## config.mk

```make
export PLATFORM = sky130hd
export DESIGN_NAME = adc_result_format
export DESIGN_NICKNAME = d
export VERILOG_FILES = /design/src/adc_fmt_pkg.sv /design/src/acc_if.sv /design/src/adc_result_format.sv /design/src/sample_accumulator.sv
export SDC_FILE = /design/constraint.sdc
export NUM_CORES = 1
export LEC_CHECK = 0
export BUFFER_PORTS_ARGS = -buffer_cell sky130_fd_sc_hd__buf_2
export CORE_MARGIN = 1.5
export CORE_UTILIZATION = 55
export CTS_BUF_LIST = sky130_fd_sc_hd__clkbuf_4 sky130_fd_sc_hd__clkbuf_8
export CTS_CLUSTER_SIZE = 20
export DETAILED_ROUTE_END_ITERATION = 7
export PLACE_DENSITY = 0.83
export SLEW_MARGIN = 30
export SYNTH_ARGS = -nofsm -noshare
export SYNTH_HDL_FRONTEND = slang
export SYNTH_SLANG_ARGS = --single-unit
```

## constraint.sdc

```tcl
create_clock -name mclk_in -period 3.1 [get_ports mclk_in]
set_input_delay 0.62 -clock mclk_in [delete_from_list [all_inputs] [get_ports mclk_in]]
set_output_delay 0.62 -clock mclk_in [all_outputs]
set_load 0.01 [all_outputs]
```

## src/adc_fmt_pkg.sv

```systemverilog
package adc_fmt_pkg;

   // ---------------------------------------------------------------
   // Register port addresses
   // ---------------------------------------------------------------
   localparam logic [7:0]  CFG_ADDR          = 8'hbc;
   localparam logic [7:0]  RES_LO_ADDR       = 8'hbd;
   localparam logic [7:0]  RES_HI_ADDR       = 8'hbe;
   localparam logic [7:0]  CTL_ADDR          = 8'he8;

   // ---------------------------------------------------------------
   // Field positions and reset values
   // ---------------------------------------------------------------
   localparam int          CFG_GAIN_EN_BIT   = 0;
   localparam int          CFG_RPT_LSB       = 1;
   localparam int          CTL_LJST_BIT      = 2;
   localparam int          GAIN_LOWER_LSB    = 4;
   localparam int          GAIN_EXTRA_BIT    = 0;
   localparam logic [7:0]  CFG_RESET         = 8'hf8;
   localparam logic [7:0]  CTL_RESET         = 8'h00;
   localparam logic [15:0] RES_RESET         = 16'h0000;

   // ---------------------------------------------------------------
   // Indirect gain addresses and reset values
   // ---------------------------------------------------------------
   localparam logic [7:0]  GAIN_UPPER_ADDR   = 8'h04;
   localparam logic [7:0]  GAIN_LOWER_ADDR   = 8'h07;
   localparam logic [7:0]  GAIN_EXTRA_ADDR   = 8'h08;
   localparam logic [7:0]  GAIN_UPPER_RESET  = 8'hfc;
   localparam logic [3:0]  GAIN_LOWER_RESET  = 4'h0;
   localparam logic        GAIN_EXTRA_RESET  = 1'b1;
   localparam logic [7:0]  GAIN_ADDR_RESET   = 8'h00;

   typedef enum logic [1:0] {RPT_1, RPT_4, RPT_8, RPT_16} rpt_e;

   function automatic logic [4:0] rpt_samples(input rpt_e r);
      logic [4:0] n;
      n = 5'h01;
      unique case (r)
         RPT_1:  n = 5'h01;
         RPT_4:  n = 5'h04;
         RPT_8:  n = 5'h08;
         RPT_16: n = 5'h10;
      endcase
      return n;
   endfunction

endpackage

```

## src/acc_if.sv

```systemverilog
interface acc_if;
   logic                conv_done;
   logic [11:0]         sample;
   adc_fmt_pkg::rpt_e   rpt;
   logic                restart;
   logic [15:0]         sum;
   logic                sum_valid;

   modport acc (input conv_done, input sample, input rpt, input restart,
                output sum, output sum_valid);
   modport ctl (output conv_done, output sample, output rpt, output restart,
                input sum, input sum_valid);
endinterface

```

## src/adc_result_format.sv

```systemverilog
module adc_result_format (
   input  wire logic        mclk_in,
   input  wire logic        arst_n_in,
   input  wire logic [7:0]  sfr_addr_in,
   input  wire logic [7:0]  sfr_wdata_in,
   input  wire logic        sfr_wr_in,
   output logic      [7:0]  sfr_rdata_out,
   input  wire logic        conv_done_in,
   input  wire logic [11:0] sample_in,
   output logic             result_update_out,
   output logic      [11:0] gain_word_out,
   output logic             gain_extra_out
);

   // ---------------------------------------------------------------
   // Reset release
   // ---------------------------------------------------------------
   logic rst_meta_q;
   logic rst_n_q;

   always_ff @(posedge mclk_in or negedge arst_n_in)
   begin
      if (!arst_n_in)
      begin
         rst_meta_q <= 1'b0;
         rst_n_q    <= 1'b0;
      end
      else
      begin
         rst_meta_q <= 1'b1;
         rst_n_q    <= rst_meta_q;
      end
   end

   // ---------------------------------------------------------------
   // Register state
   // ---------------------------------------------------------------
   logic [7:0]  cfg_q;
   logic [7:0]  ctl_q;
   logic [15:0] result_q;
   logic [15:0] result_d;
   logic        update_q;
   logic [7:0]  gain_addr_q;
   logic [7:0]  gain_upper_q;
   logic [3:0]  gain_lower_q;
   logic        gain_extra_q;
   logic [7:0]  rdata_q;

   // ---------------------------------------------------------------
   // Decode
   // ---------------------------------------------------------------
   wire               cfg_wr    = sfr_wr_in && sfr_addr_in == adc_fmt_pkg::CFG_ADDR;
   wire               ctl_wr    = sfr_wr_in && sfr_addr_in == adc_fmt_pkg::CTL_ADDR;
   wire               hi_wr     = sfr_wr_in && sfr_addr_in == adc_fmt_pkg::RES_HI_ADDR;
   wire               lo_wr     = sfr_wr_in && sfr_addr_in == adc_fmt_pkg::RES_LO_ADDR;
   wire               gain_en   = cfg_q[adc_fmt_pkg::CFG_GAIN_EN_BIT];
   wire               ljst      = ctl_q[adc_fmt_pkg::CTL_LJST_BIT];
   wire               gaddr_wr  = hi_wr && gain_en;
   wire               gdata_wr  = lo_wr && gain_en;
   wire               res_hi_wr = hi_wr && !gain_en;
   wire               res_lo_wr = lo_wr && !gain_en;
   wire adc_fmt_pkg::rpt_e rpt  = adc_fmt_pkg::rpt_e'(cfg_q[adc_fmt_pkg::CFG_RPT_LSB +: 2]);
   wire               up_sel    = gain_addr_q == adc_fmt_pkg::GAIN_UPPER_ADDR;
   wire               lo_sel    = gain_addr_q == adc_fmt_pkg::GAIN_LOWER_ADDR;
   wire               ex_sel    = gain_addr_q == adc_fmt_pkg::GAIN_EXTRA_ADDR;

   acc_if acc ();

   assign acc.conv_done = conv_done_in;
   assign acc.sample    = sample_in;
   assign acc.rpt       = rpt;
   assign acc.restart   = cfg_wr;

   sample_accumulator i_sample_accumulator (
      .clk_in   (mclk_in),
      .rst_n_in (rst_n_q),
      .acc      (acc)
   );

   // ---------------------------------------------------------------
   // Result formatting
   // ---------------------------------------------------------------
   function automatic logic [15:0] format_result(input logic [15:0] sum,
                                                 input adc_fmt_pkg::rpt_e r,
                                                 input logic lj);
      logic [15:0] f;
      f = sum;
      if (r == adc_fmt_pkg::RPT_1)
         f = lj ? {sum[11:0], 4'h0} : {4'h0, sum[11:0]};
      return f;
   endfunction

   wire [15:0] formatted = format_result(acc.sum, rpt, ljst);

   always_comb
   begin
      result_d = result_q;
      if (res_hi_wr)
         result_d[15:8] = sfr_wdata_in;
      if (res_lo_wr)
         result_d[7:0] = sfr_wdata_in;
      if (acc.sum_valid)
         result_d = formatted;
   end

   // ---------------------------------------------------------------
   // Registers
   // ---------------------------------------------------------------
   always_ff @(posedge mclk_in or negedge rst_n_q)
   begin
      if (!rst_n_q)
      begin
         cfg_q    <= adc_fmt_pkg::CFG_RESET;
         ctl_q    <= adc_fmt_pkg::CTL_RESET;
         result_q <= adc_fmt_pkg::RES_RESET;
         update_q <= 1'b0;
      end
      else
      begin
         if (cfg_wr)
            cfg_q <= sfr_wdata_in;
         if (ctl_wr)
            ctl_q <= sfr_wdata_in;
         result_q <= result_d;
         update_q <= acc.sum_valid;
      end
   end

   always_ff @(posedge mclk_in or negedge rst_n_q)
   begin
      if (!rst_n_q)
      begin
         gain_addr_q  <= adc_fmt_pkg::GAIN_ADDR_RESET;
         gain_upper_q <= adc_fmt_pkg::GAIN_UPPER_RESET;
         gain_lower_q <= adc_fmt_pkg::GAIN_LOWER_RESET;
         gain_extra_q <= adc_fmt_pkg::GAIN_EXTRA_RESET;
      end
      else
      begin
         if (gaddr_wr)
            gain_addr_q <= sfr_wdata_in;
         if (gdata_wr && up_sel)
            gain_upper_q <= sfr_wdata_in;
         if (gdata_wr && lo_sel)
            gain_lower_q <= sfr_wdata_in[adc_fmt_pkg::GAIN_LOWER_LSB +: 4];
         if (gdata_wr && ex_sel)
            gain_extra_q <= sfr_wdata_in[adc_fmt_pkg::GAIN_EXTRA_BIT];
      end
   end

   // Read path: gain registers deliberately absent
   always_ff @(posedge mclk_in or negedge rst_n_q)
   begin
      if (!rst_n_q)
         rdata_q <= 8'h00;
      else
         unique case (sfr_addr_in)
            adc_fmt_pkg::CFG_ADDR:    rdata_q <= cfg_q;
            adc_fmt_pkg::CTL_ADDR:    rdata_q <= ctl_q;
            adc_fmt_pkg::RES_HI_ADDR: rdata_q <= result_q[15:8];
            adc_fmt_pkg::RES_LO_ADDR: rdata_q <= result_q[7:0];
            default:                  rdata_q <= 8'h00;
         endcase
   end

   assign sfr_rdata_out     = rdata_q;
   assign result_update_out = update_q;
   assign gain_word_out     = {gain_upper_q, gain_lower_q};
   assign gain_extra_out    = gain_extra_q;
endmodule

```

## src/sample_accumulator.sv

```systemverilog
module sample_accumulator (
   input  wire logic clk_in,
   input  wire logic rst_n_in,
   acc_if.acc        acc
);

   logic [4:0]  count_q;
   logic [15:0] run_sum_q;
   logic [15:0] sum_q;
   logic        valid_q;

   wire  [4:0]  target    = adc_fmt_pkg::rpt_samples(acc.rpt);
   wire         last      = (count_q + 5'h01) == target;
   wire  [15:0] next_sum  = run_sum_q + {4'h0, acc.sample};

   assign acc.sum       = sum_q;
   assign acc.sum_valid = valid_q;

   // ---------------------------------------------------------------
   // Running sum, visible only after the final sample
   // ---------------------------------------------------------------
   always_ff @(posedge clk_in or negedge rst_n_in)
   begin
      if (!rst_n_in)
      begin
         count_q   <= 5'h00;
         run_sum_q <= 16'h0000;
         sum_q     <= 16'h0000;
         valid_q   <= 1'b0;
      end
      else if (acc.restart)
      begin
         count_q   <= 5'h00;
         run_sum_q <= 16'h0000;
         valid_q   <= 1'b0;
      end
      else if (acc.conv_done && last)
      begin
         sum_q     <= next_sum;
         valid_q   <= 1'b1;
         count_q   <= 5'h00;
         run_sum_q <= 16'h0000;
      end
      else if (acc.conv_done)
      begin
         count_q   <= count_q + 5'h01;
         run_sum_q <= next_sum;
         valid_q   <= 1'b0;
      end
      else
      begin
         valid_q   <= 1'b0;
      end
   end
endmodule

```

==> out/metrics.csv <==
stage,metric,value,unit
sta,slew_headroom,43.08,%
critical_path,crit_path_cell_trace,"ha_1, xnor2_1, nand4_1, nor4b_1, a211oi_2, buf_4, or2_1, buf_4, inv_2, mux2_4",
yosys,synth-xor-area-share,2.968,%
yosys,syn_area,0.005017,mm^2
critical_path,worstPathArrival,3070,ps
sta,hold_violations,0,
place,port_buffers,53,
critical_path,slowest_stage,dfrtp_1,
yosys,ys_ff_latch,102,
worst_hold_path,holdCritPathClass,reg2reg,
critical_path,crit_fanout,21,
critical_path,crit_top_cell,buf_4,
yosys,synth_edf_count,0,
route,wl_per_cell,17.26,um
route,wirelength,10810,um
die,start_util,57.25,%
critical_path,crit_family,simple AND/OR/NAND/NOR gates,
power,p_leak,0.002745,uW
sta,drv_slew,0,
power,ir_drop,0.5043,mV
power,power_density,749.5,mW/mm^2
critical_path,critPathBufInv,3,
clocking,ctsResizeCount,0,
clocking,numCtsBuffers,9,
clocking,clock_latency,370,ps
yosys,yosysWarningCount,0,
yosys,synth_nets,499,
cells_and_area,final_layout_size_suffix_gt1_share,26.45,%
sta,fmax,355.7,MHz
clocking,post_cts_buffers,0,
yosys,synthCells,453,
sta,worst_pin_slew,852.9,ps
grt,grt_pass1_vias,3738,
route,drtAntennaViolNets,0,
clocking,cts.sinks,102,
sta,final-setup-viol-count,0,
yosys,synth-seq-area-share,51.17,%
clocking,cts_tree,yes,
cells_and_area,diodes,0,
yosys,ys_types,58,
cells_and_area,n_fill_cell,696,
yosys,synth.avg_cell_area,11.08,um^2
clocking,clk_pin_slew_worst_paths,90,ps
die,fp.coreArea,0.008763,mm^2
sta,period_needed,2812,ps
route,drt_iter0_drc,217,
die,core.rowCount,34,
clocking,clockBufferDepth,2,
critical_path,max_stage_delay,450,ps
grt,grt_overflow,0,
yosys,yosysTopAreaCellShare,44.89,%
yosys,synthTopCellsByArea,"dfrtp_1 (45%), mux2_2 (6.5%), dfstp_2 (6.3%)",
cells_and_area,nNetsFinal,559,
yosys,yosys.area_share.simple,14.29,%
grt,antenna_found_initial,0,
yosys,synthFlopType,dfrtp_1,
place,dp_hpwl,7804,um
run_status,status,finished clean,
route,drcViolationCount,0,
critical_path,critPathCaptureType,flip-flop,
yosys,synth_compound_area_share,14.74,%
route,vias_per_cell,6.045,
sta,rsz0062_at_grt,false,
job,cap_violations,0,
sta,skew,7.560,ps
sta,setup_tns,0,ps
die,die_height,98.51,um
grt,grt_usage,23.14,%
route,dr.pass1.iters,5,
critical_path,worstSetupPathType,reg2reg,
clocking,cts-root-buf,clkbuf_8,
die,io_pins,54,
clocking,h-tree-depth,3,
yosys,synth_fa_ha_area_share,3.641,%
grt,grt_pass1_wl,18020,um
yosys,synth_top_family_by_area,compound AO/OA/AOI/OAI gates,
grt,grt_max_degree,55,
route,route.vias.total,3784,
power,power,4221,uW
critical_path,worstPathRequired,3350,ps
critical_path,start_kind,flip-flop,
cells_and_area,area_growth,12.24,%
yosys,async_flop_share,100.0,%
sta,timing.final.crit_share,90.70,%
yosys,synth_area_leader_cell,dfrtp_1,
die,dieArea,0.009704,mm^2
die,die-width,98.51,um
yosys,synth_mux_area_share,10.70,%
place,gp_congestion,0.9757,
[metrics by stage]
stage | hold slack [ps] | cell area (um^2) | cells | setup slack, ps | util [%]
after floorplan | 324.4 | 5017 | 453 | 69.25 | -
after global placement | 338.1 | 5440 | 609 | 214.7 | 62.08
after detailed placement | 341.0 | 5440 | 609 | 130.0 | 62.08
after CTS | 0.9822 | 5622 | 625 | 328.8 | 64.15
after global routing | 386.7 | 5632 | 626 | 109.9 | 64.26
final | 363.2 | 5632 | 626 | 288.3 | 64.26
[cells by family (layout without fill, tap and decap cells)]
kind of cell | Yosys count | in the layout
compound gates | 113 | 113
xor+xnor | 17 | 17
fa+ha+maj | 14 | 14
buf+inv | 25 | 90
flops | 102 | 102
mux | 48 | 48
other cells | 1 | 1
simple gates | 133 | 133
[routing by layer]
layer | wire length (um) | share of wire [%] | track usage, %
met1 | 4599 | 43 | 31.77
met2 | 5269 | 49 | 37.25
met3 | 662 | 6.1 | 4.113
met4 | 273 | 2.5 | 8.342
met5 | 0 | 0 | 0
[state kept, by name, indices dropped and copies added (netlist names)]
signal / flops
i_sample_accumulator.acc.sum: 16
i_sample_accumulator.run_sum_q: 16
result_q: 16
cfg_q: 8
ctl_q: 8
gain_addr_q: 8
gain_upper_q: 8
sfr_rdata_out: 8
i_sample_accumulator.count_q: 5
gain_lower_q: 4
gain_extra_out: 1
i_sample_accumulator.acc.sum_valid: 1
result_update_out: 1
rst_meta_q: 1
rst_n_q: 1
[synthesized netlist by cell type (5+ instances only)]
library cell / number
nand4_1: 6
inv_1: 5
dfrtp_1: 90
a21oi_1: 14
a211oi_1: 10
dfstp_2: 12
nor2_1: 6
a22oi_1: 16
clkbuf_1: 10
mux2i_1: 9
a31oi_1: 12
nand2_1: 61
nand3_1: 12
mux2_2: 29
nor2b_1: 13
and3_1: 6
xor2_1: 6
a22o_1: 11
xnor2_1: 11
mux2_1: 8
o21ai_1: 5
o21ai_0: 31
o21bai_1: 5
ha_1: 13
[layout by cell type, fill, tap and decap left out, drive strengths merged, types with 7 or more instances in the layout]
cell	count
xnor2	11
nand3	13
nor2b	13
dfstp	12
mux2	39
inv	8
buf	67
a31oi	12
o21ai	36
nor2	7
nand2	61
a22oi	16
a211oi	11
mux2i	9
a22o	11
a21oi	14
ha	13
dfrtp	90
clkbuf	9
[path summary, 6_finish.rpt]
check | cells past startpoint | start | slack, ps | end
setup / recovery | 10 | i_sample_accumulator.count_q[0]$_DFFE_PN0P_ | 290 | i_sample_accumulator.acc.sum[11]$_DFFE_PN0P_
max in group asynchronous | 1 | rst_n_q$_DFF_PN0_ | 2020 | ctl_q[6]$_DFFE_PN0P_
min in group asynchronous | 0 | rst_n_q$_DFF_PN0_ | 390 | i_sample_accumulator.run_sum_q[15]$_DFFE_PN0P_
setup reg to reg | 10 | i_sample_accumulator.count_q[0]$_DFFE_PN0P_ | 290 | i_sample_accumulator.acc.sum[11]$_DFFE_PN0P_
hold / removal | 0 | rst_meta_q$_DFF_PN0_ | 360 | rst_n_q$_DFF_PN0_
hold reg to reg | 0 | rst_meta_q$_DFF_PN0_ | 360 | rst_n_q$_DFF_PN0_
[area by class of cell]
type / instances / area [um^2] / share of cell area, %
clock buffers: 9 / 123.9 / 2.200
clock inverters: 7 / 57.56 / 1.022
inverters: 6 / 22.52 / 0.3999
multi-input cells: 326 / 2328 / 41.35
flip-flops and latches: 102 / 2571 / 45.66
well taps: 108 / 135.1 / 2.399
repair buffers: 68 / 392.9 / 6.976
[repair_timing]
item	CTS	global route
hold buffers	0	1
setup endpoints to repair	0	0
endpoints found under the hold margin	0	1
[report_power, final]
group          switching [uW]  total, uW  internal [uW]  leakage, uW
logic                     798       1490            697      0.00138
registers                 277       1950           1670      0.00128
clock network             476        778            302    0.0000877
total                    1550       4220           2670      0.00274
[worst reg2reg max path: cells and delay by family (launching register included)]
kind	cells	cell delay [ps]
AO/OA/AOI/OAI	1	100
adder cells (fa/ha/maj)	1	290
XOR/XNOR	1	260
AND/OR/NAND/NOR	3	790
multiplexers	1	300
flip-flops	1	450
buffers and inverters	3	510
(Power assumes the default switching activity.)
